File: config.mk
export PLATFORM = sky130hd
export DESIGN_NAME = adc_output_port
export DESIGN_NICKNAME = d
export VERILOG_FILES = /design/src/include/adc_port_pkg.sv /design/src/verilog/adc_output_port.sv
export SDC_FILE = /design/constraint.sdc
export NUM_CORES = 1
export LEC_CHECK = 0
export BUFFER_PORTS_ARGS = -buffer_cell sky130_fd_sc_hd__buf_2
export CAP_MARGIN = 20
export CORE_MARGIN = 1
export CORE_UTILIZATION = 60
export CTS_CLUSTER_SIZE = 10
export DETAILED_ROUTE_END_ITERATION = 7
export GPL_TIMING_DRIVEN = 0
export PLACE_DENSITY = 0.84
export SYNTH_ARGS = -nofsm -noshare
export SYNTH_HDL_FRONTEND = slang
export SYNTH_SLANG_ARGS = --single-unit
File: constraint.sdc
create_clock -name clk_sys_in -period 5.31 [get_ports clk_sys_in]
set_input_delay 0.7965 -clock clk_sys_in [delete_from_list [all_inputs] [get_ports clk_sys_in]]
set_output_delay 0.7965 -clock clk_sys_in [all_outputs]
set_load 0.02 [all_outputs]
File: src/include/adc_port_pkg.sv
/*
 * shared constants and carrier types for the sampling converter output port.
 * assumes a single 50 MHz system clock that stands in for the sample clock.
 */
package adc_port_pkg;
	localparam int unsigned code_width = 8;
	localparam int unsigned pipe_depth = 5;
	localparam int unsigned clk_period_ns = 20;
	localparam int unsigned wake_time_ns = 1000;
	// longest wait rounds down
	localparam int unsigned wake_cycles = wake_time_ns / clk_period_ns;
	localparam int unsigned wake_cnt_width = $clog2(wake_cycles + 1);
	localparam logic [code_width-1:0] code_zero = 8'h00;
	localparam logic [code_width-1:0] code_full = 8'hff;

	// one analog sample as the front end presents it
	typedef struct packed {
		logic below_bottom;
		logic above_top;
		logic [code_width-1:0] level;
	} sample_t;

	typedef enum logic [1:0] {
		st_active = 2'b00,
		st_sleep = 2'b01,
		st_wake = 2'b11
	} power_state_t;
endpackage : adc_port_pkg

File: src/verilog/adc_output_port.sv
/*
 * digital back end of an 8-bit pipelined sampling converter: range clamp,
 * five-stage latency pipeline, output register and sleep control.
 * assumes the analog front end delivers a quantized level plus out-of-range
 * flags each cycle, and that a stopped sample clock simply stops clk_sys_in.
 */
`timescale 1ns/1ns

module adc_output_port #(
	parameter int unsigned width = adc_port_pkg::code_width,
	parameter int unsigned depth = adc_port_pkg::pipe_depth
) (
	// clock and reset
	input wire logic clk_sys_in,
	input wire logic rst_b_in,
	// analog front end and control pin
	input wire adc_port_pkg::sample_t sample_in,
	input wire logic sleep_request_in,
	// parallel output
	output logic [width-1:0] code_out,
	output logic data_valid_out,
	output logic low_power_out
);
	logic sleep_meta_r;
	logic sleep_sync_r;
	logic [width-1:0] stage_r [depth];
	logic [width-1:0] code_r;
	logic valid_r;
	logic low_power_r;
	adc_port_pkg::power_state_t state_r;
	adc_port_pkg::power_state_t state_nxt;
	logic [adc_port_pkg::wake_cnt_width-1:0] wake_cnt_r;
	logic [adc_port_pkg::wake_cnt_width-1:0] wake_cnt_nxt;
	logic [width-1:0] clamped;
	wire converting;
	wire wake_done;

	// saturate out-of-range samples, keep straight binary otherwise
	assign clamped = sample_in.below_bottom ? width'(adc_port_pkg::code_zero) :
		sample_in.above_top ? width'(adc_port_pkg::code_full) :
		sample_in.level;
	assign converting = (state_r != adc_port_pkg::st_sleep);
	assign wake_done = (wake_cnt_r == adc_port_pkg::wake_cnt_width'(adc_port_pkg::wake_cycles));

	// sleep pin is asynchronous to the sample clock
	always_ff @(posedge clk_sys_in) begin
		sleep_meta_r <= sleep_request_in;
		sleep_sync_r <= sleep_meta_r;
	end

	always_comb begin
		state_nxt = state_r;
		wake_cnt_nxt = wake_cnt_r;
		unique case (state_r)
			adc_port_pkg::st_active: begin
				if (sleep_sync_r) begin
					state_nxt = adc_port_pkg::st_sleep;
				end
			end
			adc_port_pkg::st_sleep: begin
				wake_cnt_nxt = '0;
				if (!sleep_sync_r) begin
					state_nxt = adc_port_pkg::st_wake;
				end
			end
			adc_port_pkg::st_wake: begin
				wake_cnt_nxt = wake_cnt_r + 1'b1;
				if (sleep_sync_r) begin
					state_nxt = adc_port_pkg::st_sleep;
				end else if (wake_done) begin
					state_nxt = adc_port_pkg::st_active;
				end
			end
			default: begin
				state_nxt = adc_port_pkg::st_active;
			end
		endcase
	end

	always_ff @(posedge clk_sys_in) begin
		if (!rst_b_in) begin
			state_r <= adc_port_pkg::st_active;
			wake_cnt_r <= '0;
		end else begin
			state_r <= state_nxt;
			wake_cnt_r <= wake_cnt_nxt;
		end
	end

	// latency pipeline: stage 0 captures, each stage advances every edge outside sleep
	generate
		for (genvar i = 0; i < depth; i++) begin : g_stage
			always_ff @(posedge clk_sys_in) begin
				if (converting) begin
					stage_r[i] <= (i == 0) ? clamped : stage_r[(i == 0) ? 0 : i - 1];
				end
			end
		end
	endgenerate

	// output word is the sample captured depth edges earlier; frozen in sleep
	always_ff @(posedge clk_sys_in) begin
		if (converting) begin
			code_r <= stage_r[depth-1];
		end
	end

	always_ff @(posedge clk_sys_in) begin
		if (!rst_b_in) begin
			valid_r <= 1'b0;
			low_power_r <= 1'b0;
		end else begin
			valid_r <= (state_nxt == adc_port_pkg::st_active);
			low_power_r <= (state_nxt == adc_port_pkg::st_sleep);
		end
	end

	assign code_out = code_r;
	assign data_valid_out = valid_r;
	assign low_power_out = low_power_r;

	// checks: what the pipeline was fed, one entry per edge
	logic [width-1:0] clamp_hist [depth];
	logic [depth-1:0] conv_hist;
	// edges since the bus left sleep with the pin still low
	logic [adc_port_pkg::wake_cnt_width:0] awake_cnt_r;
	logic from_sleep_r;
	wire awake_early;
	wire awake_due;

	// last edge that must still read invalid, then the first that must read valid
	assign awake_early = from_sleep_r &&
		(awake_cnt_r == (adc_port_pkg::wake_cnt_width + 1)'(adc_port_pkg::wake_cycles));
	assign awake_due = from_sleep_r &&
		(awake_cnt_r == (adc_port_pkg::wake_cnt_width + 1)'(adc_port_pkg::wake_cycles + 1));

	// saturates so a long active spell never wraps back onto the checked counts
	always_ff @(posedge clk_sys_in) begin
		if (!rst_b_in) begin
			from_sleep_r <= 1'b0;
			awake_cnt_r <= '0;
		end else if (low_power_r || sleep_sync_r) begin
			from_sleep_r <= low_power_r;
			awake_cnt_r <= '0;
		end else if (!(&awake_cnt_r)) begin
			awake_cnt_r <= awake_cnt_r + 1'b1;
		end
	end

	always_ff @(posedge clk_sys_in) begin
		clamp_hist[0] <= clamped;
		conv_hist[0] <= converting;
		for (int k = 1; k < depth; k++) begin
			clamp_hist[k] <= clamp_hist[k-1];
			conv_hist[k] <= conv_hist[k-1];
		end
	end

	// every stage freezes in sleep; otherwise stage 0 takes the clamped sample and each later stage its neighbour's word
	generate
		for (genvar i = 0; i < depth; i++) begin : g_stage_chk

		end
	endgenerate
endmodule : adc_output_port

==> results of run 1 <==
stage by stage:
| stage | power [µW] | setup WS (ns) | util, % |
|---|---|---|---|
| 2_1_floorplan | 617 | 3.23 | - |
| 3_3_place_gp | 632 | 2.90 | 69.1 |
| 3_5_place_dp | 640 | 3.88 | 69.8 |
| 4_1_cts | 860 | 3.60 | 72.8 |
| 5_1_grt | 889 | 3.56 | 72.8 |
| 6_report | 851 | 3.64 | 72.8 |
Yosys cell counts, drive strengths merged:
| master | instances | area, µm² |
|---|---|---|
| edfxtp | 48 | 1440 |
| nor2 | 20 | 75.1 |
| dfxtp | 12 | 240 |
| nand2 | 6 | 22.5 |
| a21oi | 3 | 18.8 |
| inv | 3 | 11.3 |
| xor2 | 3 | 26.3 |
| and2 | 2 | 12.5 |
| clkbuf | 2 | 7.51 |
| ha | 2 | 25.0 |
| nand3 | 2 | 15.0 |
| nand4 | 2 | 12.5 |
| nor3 | 2 | 10.0 |
| buf | 1 | 7.51 |
| mux2i | 1 | 10.0 |
| nand4bb | 1 | 11.3 |
| nor3b | 1 | 7.51 |
| o21a | 1 | 7.51 |
| o21ai | 1 | 5.00 |
| o2bb2ai | 1 | 8.76 |
| or2b | 1 | 7.51 |
| or3 | 1 | 6.26 |
how the worst max path moves through the flow:
stage | slack (ns) | cells past startpoint | start | end
global placement | 2.90 | 4 | state_r[0] | wake_cnt_r[5]
floorplan | 3.23 | 4 | state_r[0] | wake_cnt_r[5]
CTS | 3.60 | 1 | code_out[1] | code_out[1]
finish | 3.64 | 1 | code_out[1] | code_out[1]
detailed placement | 3.88 | 3 | sample_in[8] | stage_r[0][5]
global route | 3.56 | 1 | code_out[0] | code_out[0]
sequential cells by signal, indices dropped and copies added (netlist names):
signal,count
code_out,8
data_valid_out,1
low_power_out,1
sleep_meta_r,1
sleep_sync_r,1
stage_r,40
state_r,2
wake_cnt_r,6
logic make-up (layout without fill, tap and decap cells):
family | Yosys count | after routing | share of synthesized area [%]
mux | 1 | 1 | 0.503
flops | 60 | 60 | 84.5
fa+ha+maj | 2 | 2 | 1.26
compound gates | 6 | 6 | 2.01
xor+xnor | 3 | 3 | 1.32
buf+inv | 6 | 43 | 1.32
simple gates | 38 | 38 | 9.06
per-layer routing:
layer | part of all wire [%] | GRT usage, % | vias to the layer above
li1 | - | - | 485
met1 | 43 | 18.2 | 452
met2 | 48 | 23.6 | 32
met3 | 6.1 | 6.77 | 6
met4 | 2.2 | 12.6 | 0
met5 | 0 | 0 | -
final cells by class:
class                      count  area (µm²)
buffer                         3        15.0
clock buffer                  11        75.1
sequential                    60        1680
clock inverter                 5        18.8
timing repair buffer          21         120
inverter                       3        11.3
multi-input combinational     50         283
tap                           44        55.1
fill                         220         843
cell usage in the layout, fill, tap and decap left out, drive strengths merged:
cell	netlist	routed
or3	1	1
dfxtp	12	12
buf	1	22
nor2	20	20
o21a	1	1
and2	2	2
a21oi	3	3
inv	3	3
clkbuf	2	13
nor3	2	2
ha	2	2
o2bb2ai	1	1
nand2	6	6
edfxtp	48	48
nor3b	1	1
mux2i	1	1
nand4	2	2
o21ai	1	1
xor2	3	3
clkinv	0	5
nand3	2	2
or2b	1	1
nand4bb	1	1
report_power, final:
group | internal [µW] | total [µW] | leakage [µW] | switching, µW
clock network | 89.4 | 223 | 0.0000516 | 133
logic | 15.8 | 49.2 | 0.000208 | 33.4
registers | 567 | 579 | 0.000592 | 11.9
total | 672 | 851 | 0.000852 | 179
==> run_results.csv, run 1 <==
group,metric,value,unit
status,run_status,"completed",
routing,dr_total_vias,975,
routing,drc,0,
clock_tree,number_of_hold_buffers_added_after_cts,0,
setup_path,worst-endpoint-required,4.51,ns
yosys,synth.lib_cells_used.distinct,24,
yosys,netlist_area,1990,µm²
setup_path,timing.critical_path.cells,"buf_2",
yosys,synth_area_per_cell,17.2,µm²
layout,finalNonFillerCells,197,
setup_path,regToRegStartpoint,"wake_cnt_r[0]",
setup_path,critPathArrivalTime,0.88,ns
hold_path,min_delay_path_depth,0,
sta,final_count_of_hold_timing_violations,0,
hold_path,worst_hold_path.endpoint,"sleep_sync_r",
layout,final_cell_area,2260,µm²
routing,detailedRoute.firstIterationViolations,46,
pwr,power_per_cell_area,376,nW/µm²
sta,layout_worst_path_cycle_share,31.5,%
layout,areaGrowthSynthToFinish,13.6,%
setup_path,critical_path_capture_point_type,"output port",
die,start_util,64.1,%
sta,worst_hold_slack,0.331,ns
global_route,grt-ovfl-total,0,
sta,grt_setup_unrepaired,"false",
clock_tree,cts_made_buffers,9,
clock_tree,clock_tree.htree_level_count,3,
sta,relative_slew_margins,79.3,%
placement,routabilityCongestion,0.728,
sta,totalNegativeSetupSlack,0,ns
clock_tree,cts-root-buf,"sky130_fd_sc_hd__clkbuf_4",
sta,clock-skew-final,0.00926,ns
die,io-pin-count,23,
placement,dp_hpwl,1480,µm
global_route,wire_length_of_the_first_global_routing_pass,3810,µm
layout,fin_nets,163,
global_route,first_global_vias,900,
placement,placed_cell_area,2170,µm²
yosys,synth_sequential_area_ratio,84.5,%
setup_path,regToRegSetupSlack,3.95,ns
sta,timing_max_transition_violations_final,0,
sta,layout_min_cycle_time,1.67,ns
sta,worst_pin_slew,0.311,ns
clock_tree,max-clock-path-buffers,2,
yosys,ys_warn_count,0,
die,die_h,59.6,µm
yosys,total_of_flip_flops_plus_latches_after_synthesis,60,
placement,dpl.cell_count,181,
yosys,post_synth_inst_count,116,
layout,drive_above_1_share,22.2,%
die,die_x,59.6,µm
routing,finalWirelength,2400,µm
flow_run,drv_cap,0,
setup_path,critical-path-top-delay-family,"flip-flops",
clock_tree,clock_insertion_delay_worst_skew,0.35,ns
clock_tree,cts.reportedPaths.clkPinSlew,0.08,ns
setup_path,critPathMaxStageDelay,0.37,ns
layout,num_antenna_cells,0,
global_route,grt_antenna_before_repair,0,
die,row_count,20,
sta,clock.fmax,598,MHz
yosys,synth.net_count,131,
die,dieArea,3550,µm²
clock_tree,cts_tree,"yes",
global_route,grt_start_max_net_pins,49,
pwr,power.leakage,0.000852,µW
setup_path,timing.setup.critical_path_class,"flip-flop to output port",
pwr,peakVddDrop,0.000197,V
clock_tree,cts.sink_count,60,
routing,wire_per_inst,12.2,µm
routing,route.detailed.vias_per_inst,4.95,
clock_tree,cts_post_setup_buffers_inserted,0,
hold_path,holdCritPathClass,"flip-flop to flip-flop",
setup_path,buffer_and_inverter_count_on_the_worst_path,1,
routing,detail-route-antenna-nets,0,
clock_tree,cts-resized-gates,0,
sta,setup_viol_count_final,0,
placement,io_buffers,20,
die,design.core.area,3100,µm²
global_route,global_route.usage.total,15.9,%
setup_path,critical_path_peak_fanout,1,
setup_path,regToRegEndpoint,"data_valid_out",
setup_path,reg2reg_depth,5,
setup_path,timing.critical_path.from_type,"flip-flop",
routing,drt_pre_antenna_iters,4,
hold_path,min-delay-start,"sleep_meta_r",
setup_path,cpMaxStageDelayCell,"sky130_fd_sc_hd__edfxtp_1",
Power figures use the tool's default switching activity.
==> run 2, diff against run 1 <==
--- a/config.mk
+++ b/config.mk
@@ -5,14 +5,15 @@
 export SDC_FILE = /design/constraint.sdc
 export NUM_CORES = 1
 export LEC_CHECK = 0
+export ABC_AREA = 1
 export BUFFER_PORTS_ARGS = -buffer_cell sky130_fd_sc_hd__buf_2
 export CAP_MARGIN = 20
 export CORE_MARGIN = 1
-export CORE_UTILIZATION = 60
+export CORE_UTILIZATION = 50
 export CTS_CLUSTER_SIZE = 10
 export DETAILED_ROUTE_END_ITERATION = 7
 export GPL_TIMING_DRIVEN = 0
-export PLACE_DENSITY = 0.84
+export PLACE_DENSITY = 0.75
 export SYNTH_ARGS = -nofsm -noshare
 export SYNTH_HDL_FRONTEND = slang
 export SYNTH_SLANG_ARGS = --single-unit
==> constraint.sdc (replaced) <==
create_clock -name clk_sys_in -period 1.4 [get_ports clk_sys_in]
set_input_delay 0.21 -clock clk_sys_in [delete_from_list [all_inputs] [get_ports clk_sys_in]]
set_output_delay 0.21 -clock clk_sys_in [all_outputs]
set_load 0.02 [all_outputs]
==> run_results.csv, run 2 <==
group,metric,value,unit
yosys,synth_sequential_area_ratio,84.1,%
hold_path,holdCritPathClass,"primary input to flip-flop",
pwr,p_seq_share,57.8,%
yosys,ys_warn_count,0,
layout,filler_cell_count,283,
yosys,netlist_top_cells_count,"sky130_fd_sc_hd__edfxtp_1 (48), sky130_fd_sc_hd__nor2_1 (24), sky130_fd_sc_hd__nand2_1 (13)",
yosys,synth.net_count,143,
routing,wire_per_inst,12.9,µm
die,die_h,65.2,µm
yosys,synth_enable_flop_cells,48,
setup_path,timing.critical_path.from_type,"flip-flop",
yosys,predominant_post_synthesis_flop_cell,"sky130_fd_sc_hd__edfxtp_1",
pwr,switching_share,19.5,%
layout,areaGrowthSynthToFinish,19.8,%
layout,mostFrequentLayoutCell,"sky130_fd_sc_hd__edfxtp_1",
placement,dp_hpwl,1700,µm
global_route,global_route.usage.total,13.8,%
yosys,yosysTopAreaCellShare,72.1,%
pwr,overall_power,3820,µW
pwr,power.net_switching,745,µW
routing,detail-route-antenna-nets,0,
routing,detailedRoute.firstIterationViolations,74,
routing,route.detailed.vias_per_inst,4.95,
setup_path,critPathArrivalTime,1.56,ns
sta,grt_setup_unrepaired,"false",
layout,largest_register,"stage_r",
yosys,synth_async_sr_flop_share,0,%
setup_path,critical-path-top-delay-family,"flip-flops",
sta,clock.fmax,755,MHz
die,die_x,65.2,µm
die,design.core.area,3740,µm²
pwr,peakVddDrop,0.00102,V
pwr,power_per_cell_area,1590,nW/µm²
flow_run,drv_cap,0,
layout,layout_common_cells,"sky130_fd_sc_hd__edfxtp_1 (48), sky130_fd_sc_hd__nor2_1 (24), sky130_fd_sc_hd__buf_2 (20), sky130_fd_sc_hd__nand2_1 (12), sky130_fd_sc_hd__dfxtp_1 (11)",
setup_path,critical_path_capture_point_type,"flip-flop",
layout,num_antenna_cells,0,
yosys,post_synth_inst_count,128,
placement,io_buffers,20,
layout,largest_register_ff_count,40,
layout,drive_above_1_share,24.0,%
pwr,power.leakage,0.000930,µW
sta,relative_slew_margins,73.5,%
routing,drt_pre_antenna_iters,5,
global_route,wire_length_of_the_first_global_routing_pass,4140,µm
clock_tree,clock_tree.htree_level_count,3,
routing,finalWirelength,2770,µm
yosys,leading_cell_type_by_number_of_instances_after_synthesis,"sky130_fd_sc_hd__edfxtp_1",
routing,dr_total_vias,1064,
clock_tree,cts_tree,"yes",
layout,multi_input_area,312,µm²
yosys,synth_area_per_cell,15.6,µm²
sta,clock-skew-final,0.00345,ns
pwr,p_int,3080,µW
pwr,power_frac_clock,37.3,%
setup_path,critical_path_peak_fanout,13,
die,io-pin-count,23,
die,dieArea,4260,µm²
yosys,total_of_flip_flops_plus_latches_after_synthesis,60,
sta,layout_min_cycle_time,1.33,ns
yosys,synth.lib_cells_used.distinct,19,
clock_tree,cts.reportedPaths.clkPinSlew,0.06,ns
sta,timing_max_transition_violations_final,0,
global_route,grt_antenna_before_repair,0,
setup_path,timing.setup.critical_path_class,"flip-flop to flip-flop",
die,row_count,22,
layout,register_area,1680,µm²
clock_tree,cts_post_setup_buffers_inserted,0,
placement,routabilityCongestion,0.886,
layout,fin_nets,177,
pwr,comb_power_share,4.8,%
global_route,grt_start_max_net_pins,50,
clock_tree,cts_made_buffers,9,
clock_tree,max-clock-path-buffers,2,
setup_path,cpMaxStageDelayCell,"sky130_fd_sc_hd__dfxtp_1",
global_route,grt-ovfl-total,0,
yosys,netlist_top_cells_area,"sky130_fd_sc_hd__edfxtp_1 (72%), sky130_fd_sc_hd__dfxtp_1 (12%), sky130_fd_sc_hd__nor2_1 (4.5%), sky130_fd_sc_hd__nand2_1 (2.4%), sky130_fd_sc_hd__inv_1 (1.7%)",
status,run_status,"completed",
setup_path,crit_top_cell,"sky130_fd_sc_hd__inv_1",
yosys,netlist.top_cell.by_area,"sky130_fd_sc_hd__edfxtp_1",
yosys,netlist_area,2000,µm²
global_route,first_global_vias,1031,
sta,worst_pin_slew,0.397,ns
sta,final_count_of_hold_timing_violations,0,
die,start_util,53.4,%
setup_path,timing.critical_path.cells,"inv_1 -> nand2_8 -> nand2_1 -> inv_1 -> o21ai_0 -> a21oi_1",
clock_tree,cts.sink_count,60,
clock_tree,cts-root-buf,"sky130_fd_sc_hd__clkbuf_8",
setup_path,worst-endpoint-required,1.64,ns
clock_tree,clock_insertion_delay_worst_skew,0.31,ns
routing,drc,0,
setup_path,critPathMaxStageDelay,0.41,ns
sta,setup_viol_count_final,0,
sta,totalNegativeSetupSlack,0,ns
setup_path,buffer_and_inverter_count_on_the_worst_path,2,
sta,layout_worst_path_cycle_share,94.7,%
run 2: cell count changes after synthesis, sizes merged, moves of 2 or more:
cell,before,now
nand2,6,14
inv,3,10
nor2,20,26
xor2,3,0
and2,2,0
run 2: kinds of logic after synthesis:
family | after synthesis | synth area share [%]
compound gates | 8 | 2.32
fa+ha+maj | 2 | 1.25
buf+inv | 12 | 2.25
flops | 60 | 84.1
simple gates | 46 | 10.1
run 2: final cells by class:
type | count | area share [%]
Buffer | 2 | 0.313
Clock buffer | 14 | 6.37
Clock inverter | 2 | 1.41
Inverter | 10 | 1.57
Multi-Input combinational cell | 58 | 13.0
Sequential cell | 60 | 70.2
Tap cell | 48 | 2.51
Timing Repair Buffer | 21 | 4.60
run 2: power groups by stage:
stage               Sequential [µW]  Combinational, µW  Clock [µW]
finish                         2210                184        1430
global route                   2220                203        1540
CTS                            2210                180        1460
detailed placement             2240                175           0
global placement               2220                169           0
floorplan                      2270               66.2           0
run 2: path summary, 6_finish.rpt:
check	from	endpoint	slack, ns	depth (start not counted)
max reg2reg	state_r[1]	wake_cnt_r[3]	0.07	6
min	rst_b_in	wake_cnt_r[0]	0.15	3
max	state_r[1]	wake_cnt_r[3]	0.07	6
min reg2reg	sleep_meta_r	sleep_sync_r	0.33	0
run 2: worst reg2reg max path, delay by kind of cell, from the launching register on:
kind                   cells  cell delay, ns
AO/OA/AOI/OAI              2            0.24
AND/OR/NAND/NOR            2            0.29
buffers and inverters      2            0.32
flip-flops                 1            0.41
run 2: layer usage:
metal | share of wire [%] | GRT usage (%) | vias to the layer above
met3 | 4.4 | 5.21 | 2
met1 | 41 | 13.5 | 507
met5 | 0 | 0 | -
met2 | 54 | 24.4 | 37
met4 | 0.61 | 8.15 | 0
li1 | - | - | 518
run 2: repair_timing:
| action | in CTS | in global routing |
|---|---|---|
| gates cloned | 0 | 2 |
| setup endpoints to repair | 4 | 2 |
| hold endpoints to repair | 1 | 0 |
| resized for setup | 1 | 1 |
| hold buffers | 1 | 0 |
| pin swaps | 0 | 1 |
run 2: metrics by stage:
step	setup slack, ns	hold slack, ns	util (%)	instances	area [µm²]
floorplan	0.138	0.238	-	128	2010
global placement	-0.0234	0.311	57.9	196	2170
detailed placement	-0.155	0.313	57.9	196	2170
CTS	0.00340	0.142	63.4	213	2370
global route	0.000421	0.144	64.0	215	2400
finish	0.0747	0.149	64.0	215	2400
==> run 3, diff against run 2 <==
--- a/config.mk
+++ b/config.mk
@@ -9,11 +9,11 @@
 export BUFFER_PORTS_ARGS = -buffer_cell sky130_fd_sc_hd__buf_2
 export CAP_MARGIN = 20
 export CORE_MARGIN = 1
-export CORE_UTILIZATION = 50
+export CORE_UTILIZATION = 56
 export CTS_CLUSTER_SIZE = 10
 export DETAILED_ROUTE_END_ITERATION = 7
 export GPL_TIMING_DRIVEN = 0
-export PLACE_DENSITY = 0.75
+export PLACE_DENSITY = 0.79
 export SYNTH_ARGS = -nofsm -noshare
 export SYNTH_HDL_FRONTEND = slang
 export SYNTH_SLANG_ARGS = --single-unit
==> constraint.sdc (replaced) <==
create_clock -name clk_sys_in -period 1.45 [get_ports clk_sys_in]
set_input_delay 0.2175 -clock clk_sys_in [delete_from_list [all_inputs] [get_ports clk_sys_in]]
set_output_delay 0.2175 -clock clk_sys_in [all_outputs]
set_load 0.02 [all_outputs]
==> run_results.csv, run 3 (synthesis results as in run 2) <==
group,metric,value,unit
status,run_status,"completed",
die,die_h,61.8,µm
setup_path,critical_path_peak_fanout,12,
global_route,first_global_vias,990,
die,dieArea,3810,µm²
routing,finalWirelength,2850,µm
sta,setup_viol_count_final,0,
clock_tree,cts.sink_count,60,
hold_path,min_delay_path_depth,3,
sta,relative_slew_margins,77.3,%
routing,dr_total_vias,1065,
layout,num_antenna_cells,0,
clock_tree,clock_tree.htree_level_count,3,
global_route,grt_start_max_net_pins,50,
sta,worst_pin_slew,0.340,ns
global_route,wire_length_of_the_first_global_routing_pass,4250,µm
die,start_util,59.0,%
setup_path,critical_path_capture_point_type,"flip-flop",
layout,largest_register,"stage_r",
layout,filler_cell_count,234,
routing,detail-route-antenna-nets,0,
routing,detailedRoute.firstIterationViolations,41,
die,design.core.area,3390,µm²
layout,drive_above_1_share,26.6,%
die,die_x,61.8,µm
setup_path,critPathArrivalTime,1.36,ns
flow_run,drv_cap,0,
layout,largest_register_ff_count,40,
die,row_count,21,
setup_path,timing.setup.critical_path_class,"flip-flop to flip-flop",
setup_path,regToRegSetupSlack,0.18,ns
routing,route.detailed.vias_per_inst,4.95,
sta,layout_worst_path_cycle_share,87.8,%
die,io-pin-count,23,
hold_path,worst_hold_path.endpoint,"wake_cnt_r[0]",
global_route,global_route.usage.total,17.5,%
pwr,peakVddDrop,0.000906,V
clock_tree,clock_insertion_delay_worst_skew,0.39,ns
clock_tree,max-clock-path-buffers,2,
sta,layout_min_cycle_time,1.27,ns
layout,areaGrowthSynthToFinish,17.7,%
sta,clock-skew-final,0.0174,ns
hold_path,min-delay-start,"rst_b_in",
clock_tree,cts.reportedPaths.clkPinSlew,0.10,ns
clock_tree,cts_tree,"yes",
pwr,power_per_cell_area,1440,nW/µm²
setup_path,reg2reg_depth,3,
setup_path,crit_path_start,"state_r[1]",
routing,drc,0,
sta,totalNegativeSetupSlack,0,ns
layout,mostFrequentLayoutCell,"sky130_fd_sc_hd__edfxtp_1",
pwr,power.leakage,0.000916,µW
global_route,grt-ovfl-total,0,
setup_path,worst-endpoint-required,1.54,ns
sta,timing_max_transition_violations_final,0,
placement,io_buffers,20,
layout,fin_nets,179,
layout,layout_common_cells,"sky130_fd_sc_hd__edfxtp_1 (48), sky130_fd_sc_hd__nor2_1 (24), sky130_fd_sc_hd__buf_2 (20), sky130_fd_sc_hd__nand2_1 (12), sky130_fd_sc_hd__dfxtp_1 (10)",
sta,clock.fmax,786,MHz
sta,worst_hold_slack,0.0716,ns
clock_tree,cts-root-buf,"sky130_fd_sc_hd__clkbuf_4",
layout,final_core_utilization,69.4,%
setup_path,regToRegStartpoint,"state_r[1]",
setup_path,regToRegEndpoint,"stage_r[2][6]",
placement,dp_hpwl,1660,µm
sta,final_count_of_hold_timing_violations,0,
placement,routabilityCongestion,0.732,
global_route,grt_antenna_before_repair,0,
sta,grt_setup_unrepaired,"false",
routing,wire_per_inst,13.3,µm
clock_tree,cts_made_buffers,9,
routing,drt_pre_antenna_iters,4,
hold_path,holdCritPathClass,"primary input to flip-flop",
setup_path,timing.critical_path.from_type,"flip-flop",
run 3: cell types whose count changed in the layout (fill, tap and decap cells not counted):
cell / previous run / this run
sky130_fd_sc_hd__buf_4: 0 / 2
sky130_fd_sc_hd__clkbuf_1: 6 / 3
sky130_fd_sc_hd__clkbuf_4: 0 / 9
sky130_fd_sc_hd__clkbuf_8: 10 / 0
sky130_fd_sc_hd__clkinv_1: 1 / 3
sky130_fd_sc_hd__clkinv_2: 0 / 1
sky130_fd_sc_hd__clkinv_4: 0 / 1
sky130_fd_sc_hd__clkinvlp_4: 0 / 1
sky130_fd_sc_hd__dfxtp_1: 11 / 10
sky130_fd_sc_hd__dfxtp_2: 1 / 2
sky130_fd_sc_hd__inv_1: 9 / 8
run 3: per-layer routing:
metal | vias to the layer above | routed length (µm) | track usage [%] | share of wire [%]
met2 | 46 | 1400 | 28.4 | 49
li1 | 527 | - | - | -
met5 | - | 0 | 0 | 0
met4 | 0 | 68 | 12.7 | 2.4
met3 | 8 | 175 | 8.07 | 6.1
met1 | 484 | 1210 | 17.7 | 42
run 3: how the worst max path moves through the flow:
stage	end	slack, ns
after CTS	wake_cnt_r[3]	0.03
after global placement	wake_cnt_r[3]	0.03
final	stage_r[2][6]	0.18
after global routing	wake_cnt_r[3]	0.05
after detailed placement	wake_cnt_r[3]	-0.09
after floorplan	wake_cnt_r[3]	0.19
run 3: cell type report:
class / count / area (µm²) / share of cell area, %
Buffer: 2 / 7.51 / 0.319
Clock buffer: 10 / 71.3 / 3.03
Clock inverter: 6 / 55.1 / 2.34
Inverter: 10 / 41.3 / 1.75
Multi-Input combinational cell: 58 / 312 / 13.2
Sequential cell: 60 / 1680 / 71.6
Tap cell: 46 / 57.6 / 2.45
Timing Repair Buffer: 23 / 125 / 5.32
run 3: worst max-delay path, stage by stage, from the launching register on:
cell and delay [ns]:
sky130_fd_sc_hd__dfxtp_2 0.41, sky130_fd_sc_hd__clkinvlp_4 0.21, sky130_fd_sc_hd__buf_4 0.20, sky130_fd_sc_hd__nand2_4 0.15
run 3: per-stage QoR:
step	setup WS (ns)	std cells	area, µm²	power (µW)
3_3_place_gp	0.0348	194	2160	2310
4_1_cts	0.0312	211	2310	3390
5_1_grt	0.0534	215	2350	3500
3_5_place_dp	-0.0892	194	2160	2340
2_1_floorplan	0.188	128	2010	2260
6_report	0.177	215	2350	3380
run 3: repair_timing:
action / in CTS / in global routing
endpoints found under the hold margin: 1 / 0
gates resized for setup: 1 / 3
pin swaps: 0 / 1
gates cloned: 0 / 2
buffers inserted: 0 / 2
endpoints found under the setup margin: 4 / 4
hold buffers: 1 / 0
run 3: report_power, final:
group	internal [µW]	leakage (µW)	total (µW)	switching, µW
sequential	2080	0.000593	2130	55.9
clock	510	0.0000695	1070	555
combinational	55.1	0.000253	182	127
